$ cat src/rtl/rcp_regs.svh
`ifndef RCP_REGS_SVH
`define RCP_REGS_SVH
// Bus geometry and answers
`define RCP_ADDR_W 8
`define RCP_RESP_OKAY 2'b00
`define RCP_RESP_SLVERR 2'b10
// Register byte offsets
`define RCP_CTRL_OFF 8'h00
`define RCP_COLSEL_OFF 8'h04
`define RCP_PWRVAL_OFF 8'h08
`define RCP_PREEN_OFF 8'h0c
`define RCP_CLKSEL_OFF 8'h10
`define RCP_CLRSEL_OFF 8'h14
`define RCP_OESRC_OFF 8'h18
`define RCP_OEGSEL_OFF 8'h1c
`define RCP_OEROUTE_OFF 8'h20
`define RCP_STATUS_OFF 8'h24
`define RCP_QVAL_OFF 8'h28
// Control fields
`define RCP_CTRL_RST_EN 0
`define RCP_CTRL_OE_EN 1
`define RCP_CTRL_PWRUP 2
// Column select fields
`define RCP_COL_EN_LSB 0
`define RCP_COL_CLK0_LSB 4
`define RCP_COL_CLK1_LSB 6
`define RCP_COL_CLR_LSB 8
`define RCP_COLSEL_W 10
`define RCP_COLSEL_RST 10'h24f
// Status fields
`define RCP_ST_HELD 0
`define RCP_ST_RSTPIN 1
`define RCP_ST_OEPIN 2
`endif

$ cat src/rtl/rcp_pkg.sv
package rcp_pkg;
  // Per-register clear source, two bits each
  typedef enum logic [1:0] {
    RCP_CLR_NONE,
    RCP_CLR_A,
    RCP_CLR_B,
    RCP_CLR_BOTH
  } rcp_clr_sel_t;
  typedef logic [1:0] rcp_line_sel_t;
endpackage

$ cat src/rtl/rcp_block.sv
// What this block does
// - Each register has data, async data, clock, enable, clear, async load.
// - Preset is an asynchronous load of logic one.
// - Clear wins over preset or async load when both are asserted.
// - Block offers two shared clears and one shared preset.
// - Enabled active-low chip reset clears all registers, overriding all.
// - Chip reset uses its own path, none of four global lines.
// - Reset pin low at power-up keeps clears held until released.
// - With reset function off the pin is plain I/O, no effect.
// - Registers power up low; per-register option powers them up high.
// - Four column lines select two block clocks and one block clear.
// - Unused column lines are switched off at the column buffers.
// - Each pin enable comes from a global line or general routing.
// - Output enable function on: pin high drives, pin low tri-states all.
// - Output enable function off: pin ignored, readable as user I/O.
`include "rcp_regs.svh"
module rcp_block
  import rcp_pkg::*;
#(
  parameter int REGS = 10,
  parameter bit RST_FUNC_DEFAULT = 1'b1,
  parameter bit OE_FUNC_DEFAULT = 1'b1
) (
  input wire logic aclk,
  input wire logic aresetn,
  input wire logic [`RCP_ADDR_W-1:0] s_axi_awaddr,
  input wire logic s_axi_awvalid,
  output logic s_axi_awready,
  input wire logic [31:0] s_axi_wdata,
  input wire logic [3:0] s_axi_wstrb,
  input wire logic s_axi_wvalid,
  output logic s_axi_wready,
  output logic [1:0] s_axi_bresp,
  output logic s_axi_bvalid,
  input wire logic s_axi_bready,
  input wire logic [`RCP_ADDR_W-1:0] s_axi_araddr,
  input wire logic s_axi_arvalid,
  output logic s_axi_arready,
  output logic [31:0] s_axi_rdata,
  output logic [1:0] s_axi_rresp,
  output logic s_axi_rvalid,
  input wire logic s_axi_rready,
  input wire logic [3:0] global_signal_line,
  input wire logic chip_wide_reset_n,
  input wire logic chip_wide_output_enable,
  input wire logic blk_clear_a,
  input wire logic blk_clear_b,
  input wire logic blk_preset,
  input wire logic [REGS-1:0] reg_d,
  input wire logic [REGS-1:0] reg_adata,
  input wire logic [REGS-1:0] reg_ce,
  input wire logic [REGS-1:0] reg_aload,
  output logic [REGS-1:0] reg_q,
  output logic [REGS-1:0] pin_oe_n
);

  // Bus side state
  logic aw_got_reg, aw_got_next, w_got_reg, w_got_next;
  logic [`RCP_ADDR_W-1:0] aw_addr_reg, aw_addr_next;
  logic [31:0] w_data_reg, w_data_next;
  logic [3:0] w_strb_reg, w_strb_next;
  logic awready_reg, awready_next, wready_reg, wready_next;
  logic bvalid_reg, bvalid_next, arready_reg, arready_next;
  logic rvalid_reg, rvalid_next;
  logic [1:0] bresp_reg, bresp_next, rresp_reg, rresp_next;
  logic [31:0] rdata_reg, rdata_next, wv;
  logic do_wr;
  // Configuration state
  logic rst_func_reg, rst_func_next, oe_func_reg, oe_func_next;
  logic pwrup_cmd_reg, pwrup_cmd_next;
  logic [`RCP_COLSEL_W-1:0] colsel_reg, colsel_next;
  logic [REGS-1:0] pwr_val_reg, pwr_val_next, pre_en_reg, pre_en_next;
  logic [REGS-1:0] clk_sel_reg, clk_sel_next, oe_src_reg, oe_src_next;
  logic [REGS-1:0] oe_route_reg, oe_route_next;
  logic [2*REGS-1:0] clr_sel_reg, clr_sel_next, oe_gsel_reg, oe_gsel_next;
  // Core state
  logic [REGS-1:0] q_reg, q_next, oe_n_reg, oe_n_next;
  logic [3:0] col_prev_reg, col_prev_next, col_line;
  logic held_reg, held_next, pend_reg, pend_next;
  logic edge0, edge1, col_clear, clr_a, rst_act, pwr_load;
  logic [REGS-1:0] clr_v, al_v;

  // One line out of four, used for clocks, clear and pin enables
  function automatic logic pick4(input logic [3:0] v,
                                 input rcp_line_sel_t s);
    pick4 = v[s];
  endfunction

  // Decoded offsets; everything else answers with an error
  function automatic logic addr_ok(input logic [`RCP_ADDR_W-1:0] a);
    addr_ok = (a <= `RCP_QVAL_OFF) && (a[1:0] == 2'b00);
  endfunction

  // Byte lanes merge new data over the current word
  function automatic logic [31:0] merge(input logic [31:0] old,
                                        input logic [31:0] nw,
                                        input logic [3:0] strb);
    for (int b = 0; b < 4; b++) begin
      merge[8*b+:8] = strb[b] ? nw[8*b+:8] : old[8*b+:8];
    end
  endfunction

  // Register readback, shared by reads and byte-lane writes
  function automatic logic [31:0] read_word(
      input logic [`RCP_ADDR_W-1:0] a);
    case (a)
      `RCP_CTRL_OFF: read_word = 32'({oe_func_reg, rst_func_reg});
      `RCP_COLSEL_OFF: read_word = 32'(colsel_reg);
      `RCP_PWRVAL_OFF: read_word = 32'(pwr_val_reg);
      `RCP_PREEN_OFF: read_word = 32'(pre_en_reg);
      `RCP_CLKSEL_OFF: read_word = 32'(clk_sel_reg);
      `RCP_CLRSEL_OFF: read_word = 32'(clr_sel_reg);
      `RCP_OESRC_OFF: read_word = 32'(oe_src_reg);
      `RCP_OEGSEL_OFF: read_word = 32'(oe_gsel_reg);
      `RCP_OEROUTE_OFF: read_word = 32'(oe_route_reg);
      // Pin levels stay visible so an unused pin serves as plain input
      `RCP_STATUS_OFF: read_word = 32'({chip_wide_output_enable,
                                         chip_wide_reset_n, held_reg});
      `RCP_QVAL_OFF: read_word = 32'(q_reg);
      default: read_word = 32'h0000_0000;
    endcase
  endfunction

  // Bus handshakes; address and data may arrive in either order
  always_comb begin
    do_wr = aw_got_reg && w_got_reg && !bvalid_reg;
    aw_got_next = (aw_got_reg || (s_axi_awvalid && awready_reg)) && !do_wr;
    w_got_next = (w_got_reg || (s_axi_wvalid && wready_reg)) && !do_wr;
    aw_addr_next = (s_axi_awvalid && awready_reg) ? s_axi_awaddr
                                                  : aw_addr_reg;
    w_data_next = (s_axi_wvalid && wready_reg) ? s_axi_wdata : w_data_reg;
    w_strb_next = (s_axi_wvalid && wready_reg) ? s_axi_wstrb : w_strb_reg;
    bvalid_next = do_wr || (bvalid_reg && !s_axi_bready);
    bresp_next = bresp_reg;
    if (do_wr) begin
      bresp_next = addr_ok(aw_addr_reg) ? `RCP_RESP_OKAY : `RCP_RESP_SLVERR;
    end
    // No new write is taken until the last answer is consumed
    awready_next = !aw_got_next && !bvalid_next;
    wready_next = !w_got_next && !bvalid_next;
    rvalid_next = rvalid_reg && !s_axi_rready;
    rdata_next = rdata_reg;
    rresp_next = rresp_reg;
    if (s_axi_arvalid && arready_reg) begin
      rvalid_next = 1'b1;
      rdata_next = read_word(s_axi_araddr);
      rresp_next = addr_ok(s_axi_araddr) ? `RCP_RESP_OKAY
                                         : `RCP_RESP_SLVERR;
    end
    arready_next = !rvalid_next;
  end

  always_ff @(posedge aclk) begin
    if (!aresetn) begin
      aw_got_reg <= 1'b0;
      w_got_reg <= 1'b0;
      aw_addr_reg <= 8'h00;
      w_data_reg <= 32'h0000_0000;
      w_strb_reg <= 4'h0;
      bvalid_reg <= 1'b0;
      bresp_reg <= `RCP_RESP_OKAY;
      awready_reg <= 1'b0;
      wready_reg <= 1'b0;
      rvalid_reg <= 1'b0;
      rdata_reg <= 32'h0000_0000;
      rresp_reg <= `RCP_RESP_OKAY;
      arready_reg <= 1'b0;
    end else begin
      aw_got_reg <= aw_got_next;
      w_got_reg <= w_got_next;
      aw_addr_reg <= aw_addr_next;
      w_data_reg <= w_data_next;
      w_strb_reg <= w_strb_next;
      bvalid_reg <= bvalid_next;
      bresp_reg <= bresp_next;
      awready_reg <= awready_next;
      wready_reg <= wready_next;
      rvalid_reg <= rvalid_next;
      rdata_reg <= rdata_next;
      rresp_reg <= rresp_next;
      arready_reg <= arready_next;
    end
  end

  // Configuration writes; power-up command is a one-cycle pulse
  always_comb begin
    wv = merge(read_word(aw_addr_reg), w_data_reg, w_strb_reg);
    rst_func_next = rst_func_reg;
    oe_func_next = oe_func_reg;
    pwrup_cmd_next = 1'b0;
    colsel_next = colsel_reg;
    pwr_val_next = pwr_val_reg;
    pre_en_next = pre_en_reg;
    clk_sel_next = clk_sel_reg;
    clr_sel_next = clr_sel_reg;
    oe_src_next = oe_src_reg;
    oe_gsel_next = oe_gsel_reg;
    oe_route_next = oe_route_reg;
    if (do_wr) begin
      case (aw_addr_reg)
        `RCP_CTRL_OFF: begin
          rst_func_next = wv[`RCP_CTRL_RST_EN];
          oe_func_next = wv[`RCP_CTRL_OE_EN];
          pwrup_cmd_next = w_strb_reg[0] && w_data_reg[`RCP_CTRL_PWRUP];
        end
        `RCP_COLSEL_OFF: colsel_next = wv[`RCP_COLSEL_W-1:0];
        `RCP_PWRVAL_OFF: pwr_val_next = wv[REGS-1:0];
        `RCP_PREEN_OFF: pre_en_next = wv[REGS-1:0];
        `RCP_CLKSEL_OFF: clk_sel_next = wv[REGS-1:0];
        `RCP_CLRSEL_OFF: clr_sel_next = wv[2*REGS-1:0];
        `RCP_OESRC_OFF: oe_src_next = wv[REGS-1:0];
        `RCP_OEGSEL_OFF: oe_gsel_next = wv[2*REGS-1:0];
        `RCP_OEROUTE_OFF: oe_route_next = wv[REGS-1:0];
        default: ;
      endcase
    end
  end

  always_ff @(posedge aclk) begin
    if (!aresetn) begin
      rst_func_reg <= RST_FUNC_DEFAULT;
      oe_func_reg <= OE_FUNC_DEFAULT;
      pwrup_cmd_reg <= 1'b0;
      colsel_reg <= `RCP_COLSEL_RST;
      pwr_val_reg <= '0;
      pre_en_reg <= '0;
      clk_sel_reg <= '0;
      clr_sel_reg <= '0;
      oe_src_reg <= '0;
      oe_gsel_reg <= '0;
      oe_route_reg <= '0;
    end else begin
      rst_func_reg <= rst_func_next;
      oe_func_reg <= oe_func_next;
      pwrup_cmd_reg <= pwrup_cmd_next;
      colsel_reg <= colsel_next;
      pwr_val_reg <= pwr_val_next;
      pre_en_reg <= pre_en_next;
      clk_sel_reg <= clk_sel_next;
      clr_sel_reg <= clr_sel_next;
      oe_src_reg <= oe_src_next;
      oe_gsel_reg <= oe_gsel_next;
      oe_route_reg <= oe_route_next;
    end
  end

  // Register cells; clock edges of the column lines become enables
  always_comb begin
    col_line = global_signal_line & colsel_reg[`RCP_COL_EN_LSB+:4];
    col_prev_next = col_line;
    // two block clocks and one block clear from four lines
    edge0 = pick4(col_line, colsel_reg[`RCP_COL_CLK0_LSB+:2]) &&
            !pick4(col_prev_reg, colsel_reg[`RCP_COL_CLK0_LSB+:2]);
    edge1 = pick4(col_line, colsel_reg[`RCP_COL_CLK1_LSB+:2]) &&
            !pick4(col_prev_reg, colsel_reg[`RCP_COL_CLK1_LSB+:2]);
    col_clear = pick4(col_line, colsel_reg[`RCP_COL_CLR_LSB+:2]);
    // two shared clears, column clear folded into the first
    clr_a = blk_clear_a || col_clear;
    // chip reset enters here directly, never via the global lines
    // pin has no reset effect when the function is off
    rst_act = rst_func_reg && (!chip_wide_reset_n || held_reg);
    // clears stay held from power-up until the pin is released
    held_next = held_reg && rst_func_reg && !chip_wide_reset_n;
    // A held clear cancels the pending power-up preload
    pend_next = 1'b0;
    pwr_load = (pend_reg || pwrup_cmd_reg) && !rst_act;
    q_next = q_reg;
    // per-cell data, async data, enable, clear and load inputs
    for (int i = 0; i < REGS; i++) begin
      clr_v[i] = (clr_sel_reg[2*i] && clr_a) ||
                 (clr_sel_reg[2*i+1] && blk_clear_b);
      // preset is an async load forcing a one
      al_v[i] = reg_aload[i] || (pre_en_reg[i] && blk_preset);
      // chip reset overrides, then clear beats load
      if (rst_act || clr_v[i]) begin
        q_next[i] = 1'b0;
      end else if (pwr_load) begin
        q_next[i] = pwr_val_reg[i];
      end else if (al_v[i]) begin
        q_next[i] = reg_aload[i] ? reg_adata[i] : 1'b1;
      // clocked capture only with clock enable
      end else if ((clk_sel_reg[i] ? edge1 : edge0) && reg_ce[i]) begin
        q_next[i] = reg_d[i];
      end
    end
  end

  // Pin enables, registered so a pin never glitches
  always_comb begin
    for (int i = 0; i < REGS; i++) begin
      // per-pin source, global line or routing bit
      // function on and pin low tri-states every output
      // function off leaves the pin out of the enable path
      oe_n_next[i] = !((oe_src_reg[i]
          ? pick4(global_signal_line, oe_gsel_reg[2*i+:2])
          : oe_route_reg[i]) && (!oe_func_reg || chip_wide_output_enable));
    end
  end

  always_ff @(posedge aclk) begin
    if (!aresetn) begin
      q_reg <= '0;
      oe_n_reg <= '1;
      col_prev_reg <= 4'h0;
      held_reg <= 1'b1;
      pend_reg <= 1'b1;
    end else begin
      q_reg <= q_next;
      oe_n_reg <= oe_n_next;
      col_prev_reg <= col_prev_next;
      held_reg <= held_next;
      pend_reg <= pend_next;
    end
  end

  assign s_axi_awready = awready_reg;
  assign s_axi_wready = wready_reg;
  assign s_axi_bvalid = bvalid_reg;
  assign s_axi_bresp = bresp_reg;
  assign s_axi_arready = arready_reg;
  assign s_axi_rvalid = rvalid_reg;
  assign s_axi_rdata = rdata_reg;
  assign s_axi_rresp = rresp_reg;
  assign reg_q = q_reg;
  assign pin_oe_n = oe_n_reg;
endmodule

$ cat config.mk
export PLATFORM = sky130hd
export DESIGN_NAME = rcp_block
export DESIGN_NICKNAME = d
export VERILOG_FILES = /design/src/rtl/rcp_pkg.sv /design/src/rtl/rcp_block.sv
export VERILOG_INCLUDE_DIRS = /design/src /design/src/rtl
export SDC_FILE = /design/constraint.sdc
export NUM_CORES = 1
export LEC_CHECK = 0
export BUFFER_PORTS_ARGS = -buffer_cell sky130_fd_sc_hd__buf_2
export CELL_PAD_IN_SITES_DETAIL_PLACEMENT = 2
export CELL_PAD_IN_SITES_GLOBAL_PLACEMENT = 2
export CORE_ASPECT_RATIO = 0.7
export CORE_MARGIN = 2
export CORE_UTILIZATION = 36
export DETAILED_ROUTE_END_ITERATION = 8
export PLACE_DENSITY_LB_ADDON = 0.1
export SLEW_MARGIN = 20
export SYNTH_ARGS = -nofsm -noshare
export SYNTH_HDL_FRONTEND = slang
export SYNTH_SLANG_ARGS = --single-unit
export TNS_END_PERCENT = 5
$ cat constraint.sdc
create_clock -name aclk -period 3.9 [get_ports aclk]
set_input_delay 0.195 -clock aclk [delete_from_list [all_inputs] [get_ports aclk]]
set_output_delay 0.195 -clock aclk [all_outputs]
set_load 0.05 [all_outputs]
Word-level counts from Yosys, hierarchy flattened --
Cells that the tools add are included.
Storage, ports and cells: register bits 203, bits of input ports 108, logic and storage cells 336
Operators by class: $lt $le $gt $ge 15, equal/unequal tests 18, mux-type cells 99, bitwise gates (word level) 2, reduce and logical (&&, ||, !) cells 164
Operators with widths (count):
- one-hot mux 20 bit (11 select lines) | 1
- one-hot mux 20 bit (8 select lines) | 1
- 2-to-1 mux 1 bit | 77
- logical AND 1 bit | 70
- equality test 8 x 5 -> 1 bit (second input constant) | 8
- less-than comparator 2 x 3 -> 1 bit (second input constant) | 13
- logical OR 1 bit | 37
- equality test 8 x 4 -> 1 bit (second input constant) | 4
- equality test 8 x 6 -> 1 bit (second input constant) | 4
- binary-select mux 1 bit (select 2 bit) | 15
- nonzero test 3 bit | 10
- zero test 1 bit | 23
- OR reduction 2 bit | 10
- AND reduction 2 bit | 9
- equality test 8 x 3 -> 1 bit (second input constant) | 2
- less-or-equal comparator 8 x 6 -> 1 bit (second input constant) | 2
- zero test 8 bit | 2
- 2-to-1 mux 8 bit | 2
- bitwise AND 4 bit | 1
- zero test 2 bit | 2
- 2-to-1 mux 2 bit | 2
- 2-to-1 mux 4 bit | 1
- AND reduction 3 bit | 1
- inverter 1 bit | 1

Depth between registers and ports, before layout --
depth after elaboration 9, gate-level depth with buffers 8, depth with buffers taken out 5

Least setup slack after synthesis --
Ideal clock, no wire load.
path kind register to register, start reg bvalid_reg, in the netlist s_axi_bvalid, end reg pwr_val_reg[7], library setup time 0.070 ns, arrival 1.851 ns, required time 3.830 ns, path slack 1.979 ns, cell stages (with the launch flop) 8, path buffers 2, period minus slack after synthesis 1.921 ns, path through dfxtp_1 -> and3b_1 -> clkbuf_1 -> nand2_2 -> nor2_1 -> buf_4 -> o211ai_1 -> a21oi_1
Between the ends: longest elaborated chain between the ends 3
RTL lines:
- start, declared | RTL line rcp_block.sv:63 | logic bvalid_reg, bvalid_next, arready_reg, arready_next;
- start signal, assigned | RTL line rcp_block.sv:174 | bvalid_reg <= bvalid_next;
- zero test 1 bit | RTL line rcp_block.sv:126 | do_wr = aw_got_reg && w_got_reg && !bvalid_reg;
- logical AND 1 bit | RTL line rcp_block.sv:126
- AND reduction 2 bit (no line)
- end signal, assigned | RTL line rcp_block.sv:237 | pwr_val_reg <= pwr_val_next;
- end, declared | RTL line rcp_block.sv:72 | logic [REGS-1:0] pwr_val_reg, pwr_val_next, pre_en_reg, pre_en_next;
No other way between the ends. A chain may end at the register's enable or synchronous reset.

Final worst setup path --
start reg aw_addr_reg[3], end reg pwr_val_reg[2]
Between the ends: longest elaborated chain between the ends 3
RTL lines:
- start, declared | RTL line rcp_block.sv:59 | logic [`RCP_ADDR_W-1:0] aw_addr_reg, aw_addr_next;
- start signal, assigned | RTL line rcp_block.sv:171 | aw_addr_reg <= aw_addr_next;
- equality test 8 x 6 -> 1 bit, or another cell as far along | RTL line rcp_block.sv:106 | case (a)
- one-hot mux 20 bit (8 select lines) | RTL line rcp_block.sv:106
- 2-to-1 mux 8 bit | RTL line rcp_block.sv:99 | merge[8*b+:8] = strb[b] ? nw[8*b+:8] : old[8*b+:8];
Parallel ways exist; a longest one is shown, timed or not.

==> impl_metrics.py <==
metrics = {
    "status": {
        "status": "completed",
    },
    "drt": {
        "drt_iter0_markers": 782,
        "drc": 0,
        "post_drt_wl_per_cell_um": 26.1,
        "drt_pass1_iterations": 5,
        "wl_um": 44500,
        "antenna_left": 0,
        "vias_per_cell": 6.12,
        "vias": 10500,
    },
    "clocking": {
        "insertion_delay_ns": 0.45,
        "cts.sinks": 189,
        "cts_max_level": 4,
        "root_buffer": "clkbuf_16",
        "cts_tree": "built",
        "clkTransAtPathRegs_ns": 0.07,
        "clock_tree.buffer_depth": 2,
        "cts_resized": 0,
        "cts_buffers": 17,
    },
    "synth": {
        "yosys.area.top_type": "dfxtp_1",
        "synth_flop_cell": "dfxtp_1",
        "netlist_instances": 1199,
        "synth_seq_cells": 189,
        "synthDominantCellAreaShare": 0.375,
        "syn_avg_cell_area_sq_um": 8.41,
        "synth_area_sq_um": 10100,
        "synth.distinct_cells": 67,
        "synth_edf_count": 0,
        "yosysSeqAreaShare": 0.375,
        "synth_area_leaders": "dfxtp_1, nand2_1, o21ai_0",
        "async_reset_ff_frac": 0,
        "ys_warn_count": 0,
    },
    "placed_design": {
        "io_buffers": 141,
        "gp_congestion": 0.872,
        "place_ws_ns": 0.925,
        "placed_cells": 1646,
        "place_area_sq_um": 11000,
        "dpl.hpwl_um": 32800,
    },
    "floorplan": {
        "dieArea_sq_um": 29400,
        "start_util": 0.364,
        "fp.coreArea_sq_um": 27700,
        "num_io_pins": 169,
        "die_y_um": 144,
        "die_x_um": 204,
        "fp-row-count": 51,
    },
    "pwr": {
        "p_int_mw": 3.15,
        "seqPwrFrac": 0.459,
        "leakage_nw": 4.25,
        "pwr-share-clk": 0.418,
        "combPwrFrac": 0.122,
        "ir_drop_uv": 286,
        "p_sw_mw": 1.19,
        "powerDensity_nw_per_um2": 365,
        "switching_share": 0.274,
    },
    "cells_and_area": {
        "final_layout_size_suffix_gt1_frac": 0.207,
        "synthToLayoutAreaGrowth_pct": 17.8,
        "antenna_cells": 0,
        "final_cells": 1707,
        "multi_input_area_sq_um": 5760,
        "fillCellCount": 3161,
        "seq_area_sq_um": 3780,
        "final_cell_area_sq_um": 11900,
        "nets": 1432,
    },
    "global_routing": {
        "overflow": 0,
        "antenna_found_initial": 0,
        "grt_pass1_vias": 10600,
        "grt_usage": 0.303,
        "grt_pass1_wl_um": 66500,
        "grt_max_degree": 59,
    },
    "sta": {
        "skew_ns": 0.0117,
        "worst_slack_ns": 0.893,
        "finalCritPeriodShare": 0.771,
        "finalHoldViolCount": 0,
        "setup_viol": 0,
        "rsz0062_at_grt": "false",
        "fmax_mhz": 333,
        "finalSetupTns_ns": 0,
        "fin_crit_ns": 3.01,
        "relSlewSlack": 0.276,
        "whs_ns": 0.0159,
        "finalMaxSlewViolations": 0,
        "tightest_slew_ns": 1.08,
    },
    "flow_run": {
        "drv_cap": 0,
    },
    "setup_path": {
        "startpoint": "aw_addr_reg[3]",
        "critPathArrivalTime_ns": 3.38,
        "cp-end-kind": "register",
        "r2r_start": "aw_addr_reg[3]",
        "crit_fanout": 11,
        "cp-start-kind": "register",
        "required_ns": 4.27,
        "cpMaxStageDelayCell": "dfxtp_1",
        "cp_slowest_stage_delay_ns": 0.68,
        "crit_type": "reg -> reg",
        "crit_chain": "nor2b_1 -> nand2_1 -> nor2_1 -> buf_4 -> o21ai_0 -> a31oi_1",
    },
    "min_path": {
        "hold_class": "in -> reg",
        "min_from": "s_axi_wdata[1]",
    },
}
[power by group through the flow]
stage	Clock [mW]	Combinational [mW]	Sequential, mW
2_1_floorplan	0	0.312	2.04
3_3_place_gp	0	0.483	2.04
3_5_place_dp	0	0.495	2.04
4_1_cts	1.84	0.521	1.99
5_1_grt	1.92	0.567	2.00
6_report	1.81	0.531	1.99
[cell usage in the layout (no fill, tap or decap), types with 8 or more instances in the layout]
| cell type | synthesis | final |
|---|---|---|
| dfxtp_1 | 189 | 189 |
| nand2_1 | 167 | 167 |
| buf_2 | 24 | 141 |
| o21ai_0 | 89 | 88 |
| a21oi_1 | 85 | 85 |
| a31oi_1 | 57 | 57 |
| nor2_1 | 56 | 56 |
| mux2_2 | 36 | 36 |
| mux2i_1 | 36 | 36 |
| a22oi_1 | 35 | 35 |
| nand3_1 | 32 | 32 |
| dlygate4sd3_1 | 0 | 30 |
| inv_1 | 28 | 28 |
| o22ai_1 | 27 | 27 |
| o211ai_1 | 25 | 25 |
| buf_4 | 18 | 22 |
| and2_1 | 21 | 21 |
| nor3_1 | 20 | 20 |
| nand3b_1 | 17 | 17 |
| clkbuf_16 | 0 | 17 |
| mux4_2 | 16 | 16 |
| conb_1 | 1 | 14 |
| a21o_1 | 11 | 11 |
| a22o_1 | 11 | 11 |
| o2111ai_1 | 11 | 11 |
| o2bb2ai_1 | 10 | 10 |
| a211oi_1 | 10 | 10 |
| nor2b_1 | 9 | 9 |
| and3_1 | 9 | 9 |
| o21ai_1 | 7 | 8 |
| a32oi_1 | 8 | 8 |
[critical path: cells and delay by family, from the launching register on]
family | cells | cell delay (ns)
buf+inv | 1 | 0.32
simple gates | 3 | 1.61
compound gates | 2 | 0.32
flops | 1 | 0.68
[Yosys cell counts (21+ instances only)]
cell        n
a21oi_1    85
a22oi_1    35
a31oi_1    57
and2_1     21
buf_2      24
clkbuf_1   46
dfxtp_1   189
inv_1      28
mux2_2     36
mux2i_1    36
nand2_1   167
nand3_1    32
nor2_1     56
o211ai_1   25
o21ai_0    89
o22ai_1    27
[path summary, 6_finish.rpt]
check                                 endpoint  cells past startpoint  slack, ns
worst min-delay path             w_data_reg[1]                      3       0.02
worst max register to register  pwr_val_reg[2]                      6       0.89
worst min register to register   w_data_reg[7]                      2       0.46
worst max-delay path            pwr_val_reg[2]                      6       0.89
[per-stage QoR]
| step | util | power, mW |
|---|---|---|
| 2_1_floorplan | - | 2.36 |
| 3_3_place_gp | 0.397 | 2.52 |
| 3_5_place_dp | 0.397 | 2.53 |
| 4_1_cts | 0.429 | 4.35 |
| 5_1_grt | 0.429 | 4.49 |
| 6_report | 0.429 | 4.34 |
[cell families after synthesis]
kind of cell | Yosys count | share of synthesized area
AO/OA/AOI/OAI | 424 | 0.273
AND/OR/NAND/NOR | 367 | 0.180
flip-flops | 189 | 0.375
buffers and inverters | 130 | 0.0588
other | 1 | 0.000372
multiplexers | 88 | 0.112
[layer usage]
layer / part of all wire / GRT usage / up-vias
li1: - / - / 4671
met1: 0.45 / 0.416 / 5313
met2: 0.46 / 0.488 / 392
met3: 0.062 / 0.0462 / 74
met4: 0.027 / 0.105 / 0
met5: 0 / 0 / -
[cell type report]
class                      count  share of cell area
tap                          371              0.0391
multi-input combinational    893               0.485
clock inverter                 6             0.00695
inverter                      30             0.00948
sequential                   189               0.318
timing repair buffer         193              0.0986
clock buffer                  25              0.0425
[timing repair]
item                                   CTS  global route
hold buffers                            30             0
endpoints found under the hold margin   30             0
buffers inserted                         0             0
Power figures use the tool's default switching activity.
